## src/hdl/sadc_pkg.sv

```systemverilog
// Purpose: Shared constants for the successive-approximation converter control
// Assumes: Registers sit one per aligned 32-bit word on the register bus
// Notes: Data lives in the low byte of each word; upper bits read zero
package sadc_pkg;
  // Register byte addresses
  localparam logic [3:0] SADC_OFS_STATUS_CONTROL = 4'h0;
  localparam logic [3:0] SADC_OFS_RESULT = 4'h4;
  localparam logic [3:0] SADC_OFS_CLOCK_SELECT = 4'h8;
  // Status and control field positions
  localparam int SADC_BIT_DONE = 7;
  localparam int SADC_BIT_IRQ_ENABLE = 6;
  localparam int SADC_BIT_CONTINUOUS = 5;
  localparam int SADC_CHAN_MSB = 4;
  // Clock select field positions
  localparam int SADC_PRESCALE_MSB = 7;
  localparam int SADC_PRESCALE_LSB = 5;
  localparam int SADC_BIT_CLOCK_SOURCE = 4;
  // Reset values
  localparam logic [4:0] SADC_CHAN_RESET = 5'h1F;
  localparam logic [2:0] SADC_PRESCALE_RESET = 3'h0;
  localparam logic SADC_SOURCE_RESET = 1'b0;
  // Channel codes of note
  localparam logic [4:0] SADC_CHAN_OFF = 5'h1F;
  localparam logic [4:0] SADC_CHAN_LAST_PORT_B = 5'h07;
  localparam logic [4:0] SADC_CHAN_LAST_PORT_D = 5'h0E;
  localparam logic [4:0] SADC_CHAN_RESERVED = 5'h1B;
  localparam logic [4:0] SADC_CHAN_REF_HIGH = 5'h1D;
  localparam logic [4:0] SADC_CHAN_REF_LOW = 5'h1E;
  // Timing: two converter clocks per result bit
  localparam int SADC_RESULT_BITS = 8;
  localparam int SADC_TICKS_PER_CONV = 16;
  localparam logic [3:0] SADC_DIV_MAX = 4'hF;
  typedef enum logic [1:0] {
    SADC_IDLE = 2'b00,
    SADC_SETTLE = 2'b01,
    SADC_DECIDE = 2'b10
  } sadc_state_t;
endpackage

```

## src/hdl/sadc_sar_if.sv

```systemverilog
// Purpose: Carries control and results between the control unit and the approximation engine
// Assumes: Single clock domain
// Notes: All signals are plain nets driven by one side each
`timescale 1ns/1ps
interface sadc_sar_if;
  logic start;
  logic abort;
  logic tick;
  logic comp_above;
  logic busy;
  logic done;
  logic [7:0] result;
  logic [7:0] trial;
  modport ctrl (output start, output abort, output tick, output comp_above,
    input busy, input done, input result, input trial);
  modport engine (input start, input abort, input tick, input comp_above,
    output busy, output done, output result, output trial);
endinterface // sadc_sar_if

```

## src/hdl/sadc_ctrl.sv

```systemverilog
// Purpose: Converter control unit with a classic Wishbone register slave
// Assumes: Comparator and crystal clock arrive from pins; stop_req is same-clock logic
// Notes: Every access acks one cycle after the request; unmapped reads return zero
//
// Chosen here: the address map and the Wishbone slave port.
`timescale 1ns/1ps
module sadc_ctrl
  import sadc_pkg::*;
(
  // Clock and reset
  input wire logic clock,
  input wire logic rst_b,
  // Wishbone slave
  input wire logic cyc_i,
  input wire logic stb_i,
  input wire logic we_i,
  input wire logic [3:0] adr_i,
  input wire logic [3:0] sel_i,
  input wire logic [31:0] dat_i,
  output logic [31:0] dat_o,
  output logic ack_o,
  // System
  input wire logic crystal_ref_clock,
  input wire logic stop_req,
  output logic conv_irq,
  // Analog side
  input wire logic comp_above,
  output logic [4:0] mux_channel,
  output logic mux_port_b_enable,
  output logic mux_port_d_enable,
  output logic mux_ref_high,
  output logic mux_ref_low,
  output logic analog_power_on,
  output logic [7:0] trial_code,
  output logic conv_busy
);
  sadc_sar_if sar();

  // Software state
  logic conv_irq_enable;
  logic continuous_mode_bit;
  logic [4:0] channel_select_field;
  logic [2:0] clock_prescale_field;
  logic clock_source_bit;
  logic conversion_done_flag;
  logic armed;

  // Pin synchronisers
  logic comp_meta, comp_sync;
  logic xclk_meta, xclk_sync, xclk_prev;

  // Bus decode
  wire logic bus_req = cyc_i && stb_i && !ack_o;
  wire logic hit_status = (adr_i == SADC_OFS_STATUS_CONTROL);
  wire logic hit_result = (adr_i == SADC_OFS_RESULT);
  wire logic hit_clock = (adr_i == SADC_OFS_CLOCK_SELECT);
  wire logic wr_low = bus_req && we_i && sel_i[0];
  wire logic wr_status = wr_low && hit_status;
  wire logic wr_clock = wr_low && hit_clock;
  wire logic rd_result = bus_req && !we_i && hit_result;

  // Power and start decisions
  wire logic [4:0] new_channel = dat_i[SADC_CHAN_MSB:0];
  wire logic powered = (channel_select_field != SADC_CHAN_OFF);
  wire logic start_write = wr_status && (new_channel != SADC_CHAN_OFF);
  wire logic off_write = wr_status && (new_channel == SADC_CHAN_OFF);
  // Built without start itself, which is derived from this term
  wire logic auto_restart = armed && continuous_mode_bit && powered && !stop_req
    && !sar.busy && !sar.done;
  wire logic flag_clear = wr_status || rd_result;

  // Converter clock source: bus clock every cycle, crystal on its rising edge
  wire logic xclk_rise = xclk_sync && !xclk_prev;
  wire logic src_tick = clock_source_bit ? 1'b1 : xclk_rise;
  logic conv_tick;

  // Read mux
  wire logic [7:0] status_rd = {conversion_done_flag, conv_irq_enable,
    continuous_mode_bit, channel_select_field};
  wire logic [7:0] clock_rd = {clock_prescale_field, clock_source_bit, 4'h0};
  wire logic [7:0] read_byte = hit_status ? status_rd :
    hit_result ? sar.result :
    hit_clock ? clock_rd : 8'h00;

  // Pins come from outside the clock domain; two flops before use
  always_ff @(posedge clock or negedge rst_b) begin
    if (!rst_b) begin
      comp_meta <= 1'b0;
      comp_sync <= 1'b0;
      xclk_meta <= 1'b0;
      xclk_sync <= 1'b0;
      xclk_prev <= 1'b0;
    end else begin
      comp_meta <= comp_above;
      comp_sync <= comp_meta;
      xclk_meta <= crystal_ref_clock;
      xclk_sync <= xclk_meta;
      xclk_prev <= xclk_sync;
    end
  end

  // Wishbone answer: one cycle after the request, then low for a cycle
  always_ff @(posedge clock or negedge rst_b) begin
    if (!rst_b) begin
      ack_o <= 1'b0;
      dat_o <= 32'h0000_0000;
    end else begin
      ack_o <= bus_req;
      if (bus_req && !we_i) begin
        dat_o <= {24'h00_0000, read_byte};
      end
    end
  end

  // Status and control register
  always_ff @(posedge clock or negedge rst_b) begin
    if (!rst_b) begin
      conv_irq_enable <= 1'b0;
      continuous_mode_bit <= 1'b0;
      channel_select_field <= SADC_CHAN_RESET;
    end else if (wr_status) begin
      conv_irq_enable <= dat_i[SADC_BIT_IRQ_ENABLE];
      continuous_mode_bit <= dat_i[SADC_BIT_CONTINUOUS];
      channel_select_field <= new_channel;
    end
  end

  // Clock select register; a change mid-conversion corrupts that result
  always_ff @(posedge clock or negedge rst_b) begin
    if (!rst_b) begin
      clock_prescale_field <= SADC_PRESCALE_RESET;
      clock_source_bit <= SADC_SOURCE_RESET;
    end else if (wr_clock) begin
      clock_prescale_field <= dat_i[SADC_PRESCALE_MSB:SADC_PRESCALE_LSB];
      clock_source_bit <= dat_i[SADC_BIT_CLOCK_SOURCE];
    end
  end

  // Done flag doubles as the pending request; a completion beats a clear
  always_ff @(posedge clock or negedge rst_b) begin
    if (!rst_b) begin
      conversion_done_flag <= 1'b0;
    end else if (sar.done) begin
      conversion_done_flag <= 1'b1;
    end else if (flag_clear) begin
      conversion_done_flag <= 1'b0;
    end
  end

  // Armed keeps continuous mode going and survives stop, so work resumes
  always_ff @(posedge clock or negedge rst_b) begin
    if (!rst_b) begin
      armed <= 1'b0;
    end else if (off_write) begin
      armed <= 1'b0;
    end else if (start_write) begin
      armed <= 1'b1;
    end else if (sar.done && !continuous_mode_bit) begin
      armed <= 1'b0;
    end
  end

  sadc_clk_div u_div (
    .clock(clock),
    .rst_b(rst_b),
    .src_tick(src_tick),
    .prescale(clock_prescale_field),
    .clear(sar.start),
    .conv_tick(conv_tick)
  );

  sadc_sar u_sar (
    .clock(clock),
    .rst_b(rst_b),
    .sar(sar.engine)
  );

  assign sar.start = (start_write || auto_restart) && !stop_req;
  assign sar.abort = stop_req || off_write;
  assign sar.tick = conv_tick;
  // Comparator lags two system cycles; a converter clock must span at least two
  assign sar.comp_above = comp_sync;

  // Analog multiplexer steering
  assign mux_channel = channel_select_field;
  assign mux_port_b_enable = (channel_select_field <= SADC_CHAN_LAST_PORT_B);
  assign mux_port_d_enable = (channel_select_field > SADC_CHAN_LAST_PORT_B)
    && (channel_select_field <= SADC_CHAN_LAST_PORT_D);
  // Unused and reserved codes select nothing; the result is then meaningless
  assign mux_ref_high = (channel_select_field == SADC_CHAN_REF_HIGH);
  assign mux_ref_low = (channel_select_field == SADC_CHAN_REF_LOW);
  assign analog_power_on = powered && !stop_req;
  assign trial_code = sar.trial;
  assign conv_busy = sar.busy;
  assign conv_irq = conversion_done_flag && conv_irq_enable;

  // Converter clocks since the last start, for the conversion length check
  logic [7:0] since_start;
  always_ff @(posedge clock or negedge rst_b) begin
    if (!rst_b) begin
      since_start <= 8'h00;
    end else if (sar.start) begin
      since_start <= 8'h00;
    end else if (conv_tick && since_start != 8'hFF) begin
      since_start <= since_start + 8'h01;
    end
  end
endmodule // sadc_ctrl

```

## src/hdl/sadc_clk_div.sv

```systemverilog
// Purpose: Converter clock enable from a source enable and a prescale code
// Assumes: src_tick is a system-clock enable, high every cycle for the bus clock or one cycle per crystal rising edge
// Notes: Codes 0..3 divide by 1,2,4,8; any code with the top bit set by 16
`timescale 1ns/1ps
module sadc_clk_div
  import sadc_pkg::*;
(
  // Clock and reset
  input wire logic clock,
  input wire logic rst_b,
  // Control
  input wire logic src_tick,
  input wire logic [2:0] prescale,
  input wire logic clear,
  // Result
  output logic conv_tick
);
  logic [3:0] count;
  wire logic [3:0] last_count = prescale[2] ? SADC_DIV_MAX :
    4'((5'h01 << prescale[1:0]) - 5'h01);
  wire logic at_last = (count >= last_count);

  assign conv_tick = src_tick && at_last;

  always_ff @(posedge clock or negedge rst_b) begin
    if (!rst_b) begin
      count <= 4'h0;
    end else if (clear || conv_tick) begin
      count <= 4'h0;
    end else if (src_tick) begin
      count <= count + 4'h1;
    end
  end
endmodule // sadc_clk_div

```

## src/hdl/sadc_sar.sv

```systemverilog
// Purpose: Successive-approximation engine, one bit per two converter clocks
// Assumes: comp_above is high when the input is at or above the trial code
// Notes: A settle tick precedes each decide tick, giving sixteen ticks per result
`timescale 1ns/1ps
module sadc_sar
  import sadc_pkg::*;
(
  // Clock and reset
  input wire logic clock,
  input wire logic rst_b,
  // Control side
  sadc_sar_if.engine sar
);
  sadc_state_t state;
  logic [2:0] bit_idx;
  logic [7:0] acc;
  wire logic [7:0] bit_mask = 8'h01 << bit_idx;
  wire logic last_bit = (bit_idx == 3'h0);

  assign sar.busy = (state != SADC_IDLE);
  assign sar.trial = acc;

  always_ff @(posedge clock or negedge rst_b) begin
    if (!rst_b) begin
      state <= SADC_IDLE;
      bit_idx <= 3'h7;
      acc <= 8'h00;
      sar.result <= 8'h00;
      sar.done <= 1'b0;
    end else begin
      sar.done <= 1'b0;
      if (sar.abort) begin
        state <= SADC_IDLE;
      end else if (sar.start) begin
        state <= SADC_SETTLE;
        bit_idx <= 3'h7;
        acc <= 8'h80;
      end else if (sar.tick) begin
        case (state)
          SADC_SETTLE: begin
            state <= SADC_DECIDE;
          end
          SADC_DECIDE: begin
            // Keep the trial bit only if the input is at or above it
            if (last_bit) begin
              state <= SADC_IDLE;
              sar.result <= sar.comp_above ? acc : (acc & ~bit_mask);
              sar.done <= 1'b1;
            end else begin
              state <= SADC_SETTLE;
              bit_idx <= bit_idx - 3'h1;
              acc <= (sar.comp_above ? acc : (acc & ~bit_mask)) | (bit_mask >> 1);
            end
          end
          default: begin
            state <= SADC_IDLE;
          end
        endcase
      end
    end
  end
endmodule // sadc_sar

```

## config.mk

```make
export PLATFORM = sky130hd
export DESIGN_NAME = sadc_ctrl
export DESIGN_NICKNAME = d
export VERILOG_FILES = /design/src/hdl/sadc_pkg.sv /design/src/hdl/sadc_sar_if.sv /design/src/hdl/sadc_ctrl.sv /design/src/hdl/sadc_clk_div.sv /design/src/hdl/sadc_sar.sv
export SDC_FILE = /design/constraint.sdc
export NUM_CORES = 1
export LEC_CHECK = 0
export BUFFER_PORTS_ARGS = -buffer_cell sky130_fd_sc_hd__buf_4
export CAP_MARGIN = 20
export CORE_AREA = 2 2 77 79
export CTS_CLUSTER_DIAMETER = 100
export DETAILED_ROUTE_END_ITERATION = 8
export DIE_AREA = 0 0 79 81
export GPL_TIMING_DRIVEN = 0
export PLACE_DENSITY = 0.87
export SKIP_LAST_GASP = 1
export SYNTH_ARGS = -nofsm -noshare
export SYNTH_HDL_FRONTEND = slang
export SYNTH_SLANG_ARGS = --single-unit
```

## constraint.sdc

```tcl
create_clock -name clock -period 7.1 [get_ports clock]
set_clock_uncertainty 0.05 [all_clocks]
set_input_delay 0.71 -clock clock [delete_from_list [all_inputs] [get_ports clock]]
set_output_delay 0.71 -clock clock [all_outputs]
set_load 0.005 [all_outputs]
```

Word-level counts from Yosys, hierarchy flattened
Cells that the tools add are included.

Register bits after elaboration: 53. Output and inout bits: 53.

Add/sub/neg operators: 3. Magnitude comparators: 4. Eq/ne operators: 10. Shift-type cells: 2. Multiplexer cells: 31. Bitwise gates (word level): 5. Reduce and logical (&&, ||, !) cells: 44.

Operators by type and width (number): two-way mux 8 bit (8); logical AND 1 bit (22); equality test 5 bit, second input constant (3); two-way mux 1 bit (12); two-way mux 3 bit (4); two-way mux 4 bit (3); inequality test 5 bit, second input constant (2); nonzero test 2 bit (5); bitwise AND 8 bit (1); NOT 8 bit (1); bitwise OR 8 x 7 -> 8 bit (1); << shifter 1 x 3 -> 8 bit, first input constant (1); zero test 1 bit (7); two-way mux 2 bit (3); nonzero test 3 bit (2); > comparator 5 x 3 -> 1 bit, second input constant (1); less-or-equal comparator 5 x 3 -> 1 bit, second input constant (1); less-or-equal comparator 5 x 4 -> 1 bit, second input constant (1); AND reduction 5 bit (1); adder 4 x 1 -> 4 bit, second input constant (1); equality test 4 x 3 -> 1 bit, second input constant (1); equality test 4 bit, second input constant (1); >= comparator 4 bit (1); zero test 4 bit (1); other kinds (11) (15).

Depth between registers and ports, before layout
Word-level depth: 10. Gate-level depth with buffers: 8. Depth with buffers taken out: 7.

Hierarchy
A second synthesis with hierarchy kept.

Cells, all modules: 285. Area, all modules: 2994.1 um^2.

By module, submodules not included: sadc_ctrl (times used 1, cells each 137, area an instance 1463.9 um^2); sadc_sar (times used 1, cells each 111, area an instance 1178.6 um^2); sadc_clk_div (times used 1, cells each 37, area an instance 351.6 um^2).

Least setup slack after synthesis
Ideal clock, no wire load.

Path kind: register to register. Start: reg clock_prescale_field[2]. End: reg u_sar.sar.result[0]. Setup time: 0.125 ns. Arrival time: 2.544 ns. Required time: 6.925 ns. Slack: 4.381 ns. Stages on the path, launching flop included: 9. Path buffers: 1. Clock period less this slack: 2.719 ns. Path through: dfrtp_1 or3_1 ha_1 nor2b_1 o21a_1 nor3_2 and4_1 buf_6 mux2_4.

Word-level cells in the longest chain between the ends: 4.

Ends and longest elaborated chain: start: declaration (line sadc_ctrl.sv:43) `logic [2:0] clock_prescale_field;`; start signal: assignment (line sadc_ctrl.sv:134) `clock_prescale_field <= dat_i[SADC_PRESCALE_MSB:SADC_PRESCALE_LSB];`; two-way mux 4 bit (line sadc_clk_div.sv:19) `wire logic [3:0] last_count = prescale[2] ? SADC_DIV_MAX :`; >= comparator 4 bit (line sadc_clk_div.sv:21) `wire logic at_last = (count >= last_count);`; logical AND 1 bit (line sadc_clk_div.sv:23) `assign conv_tick = src_tick && at_last;`; AND reduction 5 bit (no source line); end signal: assignment (line sadc_sar.sv:47) `sar.result <= sar.comp_above ? acc : (acc & ~bit_mask);`; end: declaration (line sadc_sar_if.sv:17) `output busy, output done, output result, output trial);`.

Every way passes these cells. A chain may end at the register's enable or synchronous reset.

Final worst setup path
Start: reg clock_prescale_field[2]. End: reg u_sar.sar.result[1].

The elaborated chain is that of the path after synthesis.

==> metrics.md <==
| Metric | Value |
|---|---|
| Status | complete, no violations |
| Max-cap violation count | 0 |
| Total number of vias | 2196 |
| Arr. time, crit path | 3.13 ns |
| Final setup viols | 0 |
| Die Width | 79 um |
| Pleak | 1.77 nW |
| Drt total wl | 5850 um |
| Final Max Slew Viols | 0 |
| Final Core Density | 63.3% |
| Mean Syn Cell Area | 10.5 sq um |
| GRT Total Usage | 18.4% |
| Critical Path Start | clock_prescale_field[2]$_DFFE_PN0P_ |
| Hold Fails Final Rpt | 0 |
| Fraction of registers with async set/reset | 100% |
| Initial core utilization | 51.9% |
| R2r startpoint | clock_prescale_field[2]$_DFFE_PN0P_ |
| Critical Path RT | 7.24 ns |
| Clock sinks | 53 |
| Post-synth top area share | 38.3% |
| Slew headroom | 45.0% |
| Worst hold path type | reg2reg |
| Largest net degree at the start of global routing | 54 |
| Cts repair resizes | 0 |
| Die area | 6400 sq um |
| Clock buffer depth | 2 |
| Initial antenna violation count | 0 |
| First-pass GRT wire length | 9360 um |
| Crit start category | flip-flop |
| Synth Flop Type | dfrtp_1 |
| CP max FO | 10 |
| Layout cells sized above 1 | 32.6% |
| PD cells | 186 nW/um^2 |
| CTS tree | built |
| CP Class | reg2reg |
| Vias/cell | 5.06 |
| Clock slew at reported path FFs | 0.08 ns |
| Ant. Diodes | 0 |
| Worst r2r path cells | 8 |
| TritonRoute pass-1 iters | 4 |
| Chip Height | 81 um |
| Root Buffer | clkbuf_8 |
| DP HPWL | 4490 um |
| Final WS setup | 4.11 ns |
| Worst skew pair latency | 0.30 ns |
| Synth cell types | 57 |
| Final GP Congestion | 0.822 |
| H-tree level count | 2 |
| Ports | 101 |
| Fin cells | 434 |
| Core area | 5680 sq um |
| #FFs+latches synth | 53 |
| Post-synth EDFFs | 0 |
| Row count | 28 |
| Peak VDD IR | 93.8 uV |
| Setup Buffers After CTS | 0 |
| 1st-iter DRT viols | 122 |
| Min-delay src | comp_meta$_DFF_PN0_ |
| CTS buffer count | 5 |
| Number of hold buffers added after cts | 0 |
| Synth area leaders | dfrtp_1, dfstp_2, buf_4 |
| Area growth syn-to-layout | 22.1% |
| CP Capture Type | flip-flop |
| RSZ-0062 raised after global routing | no |
| Final nets | 416 |
| PortBufs | 49 |
| Pre-CTS WS | 4.12 ns |
| Number of global-route vias before repair | 2005 |
| Sequential area share after synthesis | 45.4% |
| Synth area leader | dfrtp_1 |
| Commonest non-fill, non-tap cells in the layout | buf_4, dfrtp_1, nand2_1 |
| F_max | 335 MHz |
| Post-synthesis cell count | 279 |
| Commonest non-fill, non-tap cell in the layout | buf_4 |
| Tcrit/Tclk final | 42.1% |
| Yosys warnings | 0 |
| Fin crit period | 2.99 ns |
| Cell Area, Synth | 2940 sq um |
| Drt drc | 0 |
| GR Overflow Total | 0 |
| Worst reg2reg setup slack | 4.11 ns |
| Number of routed nets with antenna violations | 0 |
| Setup TNS | 0 ns |
| Inst Count DP | 426 |
| Worst slew pin tran | 0.821 ns |
| DR WL/cell | 13.5 um |
| Hold depth | 0 |
## critical path: stages (launching register included)
cell	delay (ns)
dfrtp_1	0.44
or3_1	0.40
ha_1	0.28
nor2b_1	0.05
o21a_1	0.19
nor3_2	0.67
and4_1	0.31
buf_6	0.17
mux2_4	0.31
## synth_stat cells (3+ instances only)
library cell / instances
nand2_1: 31
clkbuf_1: 4
mux2_2: 4
inv_1: 14
o31ai_1: 4
a21oi_1: 15
nand3_1: 4
dfstp_2: 8
nor3_1: 5
buf_4: 24
mux2i_1: 10
a22o_1: 5
o2bb2ai_1: 7
dfrtp_1: 45
nor3b_1: 3
ha_1: 10
o21ai_0: 12
mux2_4: 8
nor2b_1: 3
nor2_1: 11
a21boi_0: 9
## final cells by class
type | count | area, sq um
buffer | 32 | 226
clock buffer | 7 | 96.3
clock inverter | 1 | 5.00
multi-input combinational | 203 | 1410
tap | 75 | 93.8
sequential | 53 | 1340
inverter | 14 | 52.6
fill | 479 | 2080
timing repair buffer | 49 | 368
## kinds of logic after synthesis
kind of cell	synth area share, %
AO/OA/AOI/OAI	17.5
XOR/XNOR	0.298
adder cells (fa/ha/maj)	4.25
buffers and inverters	9.48
flip-flops	45.4
multiplexers	9.01
other	0.127
AND/OR/NAND/NOR	13.9
## where the power goes
group / switching, mW / internal (mW) / total, mW
Sequential: 0.0206 / 0.327 / 0.347
Combinational: 0.0716 / 0.0694 / 0.141
Clock: 0.0911 / 0.0882 / 0.179
Total: 0.183 / 0.484 / 0.668
## routing by layer
layer / up-vias / part of all wire [%] / GRT usage, %
li1: 1101 / - / -
met1: 1033 / 46 / 24.8
met2: 55 / 49 / 30.8
met3: 7 / 4.8 / 3.11
met4: 0 / 0.94 / 5.17
met5: - / 0 / 0
## sequential cells by signal, indices dropped and copies added (netlist names), 2 cells and up
register,cells
clock_prescale_field,3
u_sar.sar.trial,8
mux_channel,5
u_div.count,4
u_sar.sar.result,8
u_sar.bit_idx,3
u_sar.state,2
dat_o,8
## metrics by stage
step	power (mW)	hold slack (ns)	area, sq um
6_report	0.668	0.306	3590
5_1_grt	0.711	0.314	3590
4_1_cts	0.677	0.309	3590
3_5_place_dp	0.494	0.286	3490
3_3_place_gp	0.485	0.282	3490
2_1_floorplan	0.442	0.281	3030
## worst paths after layout
check	to
setup / recovery	u_sar.sar.result[1]$_DFFE_PN0P_
min in group asynchronous	u_div.count[1]$_DFFE_PN0P_
hold / removal	comp_sync$_DFF_PN0_
hold reg to reg	comp_sync$_DFF_PN0_
max in group asynchronous	u_sar.sar.trial[5]$_DFFE_PN0P_
setup reg to reg	u_sar.sar.result[1]$_DFFE_PN0P_
No activity file was read; power rests on OpenSTA's default activity.
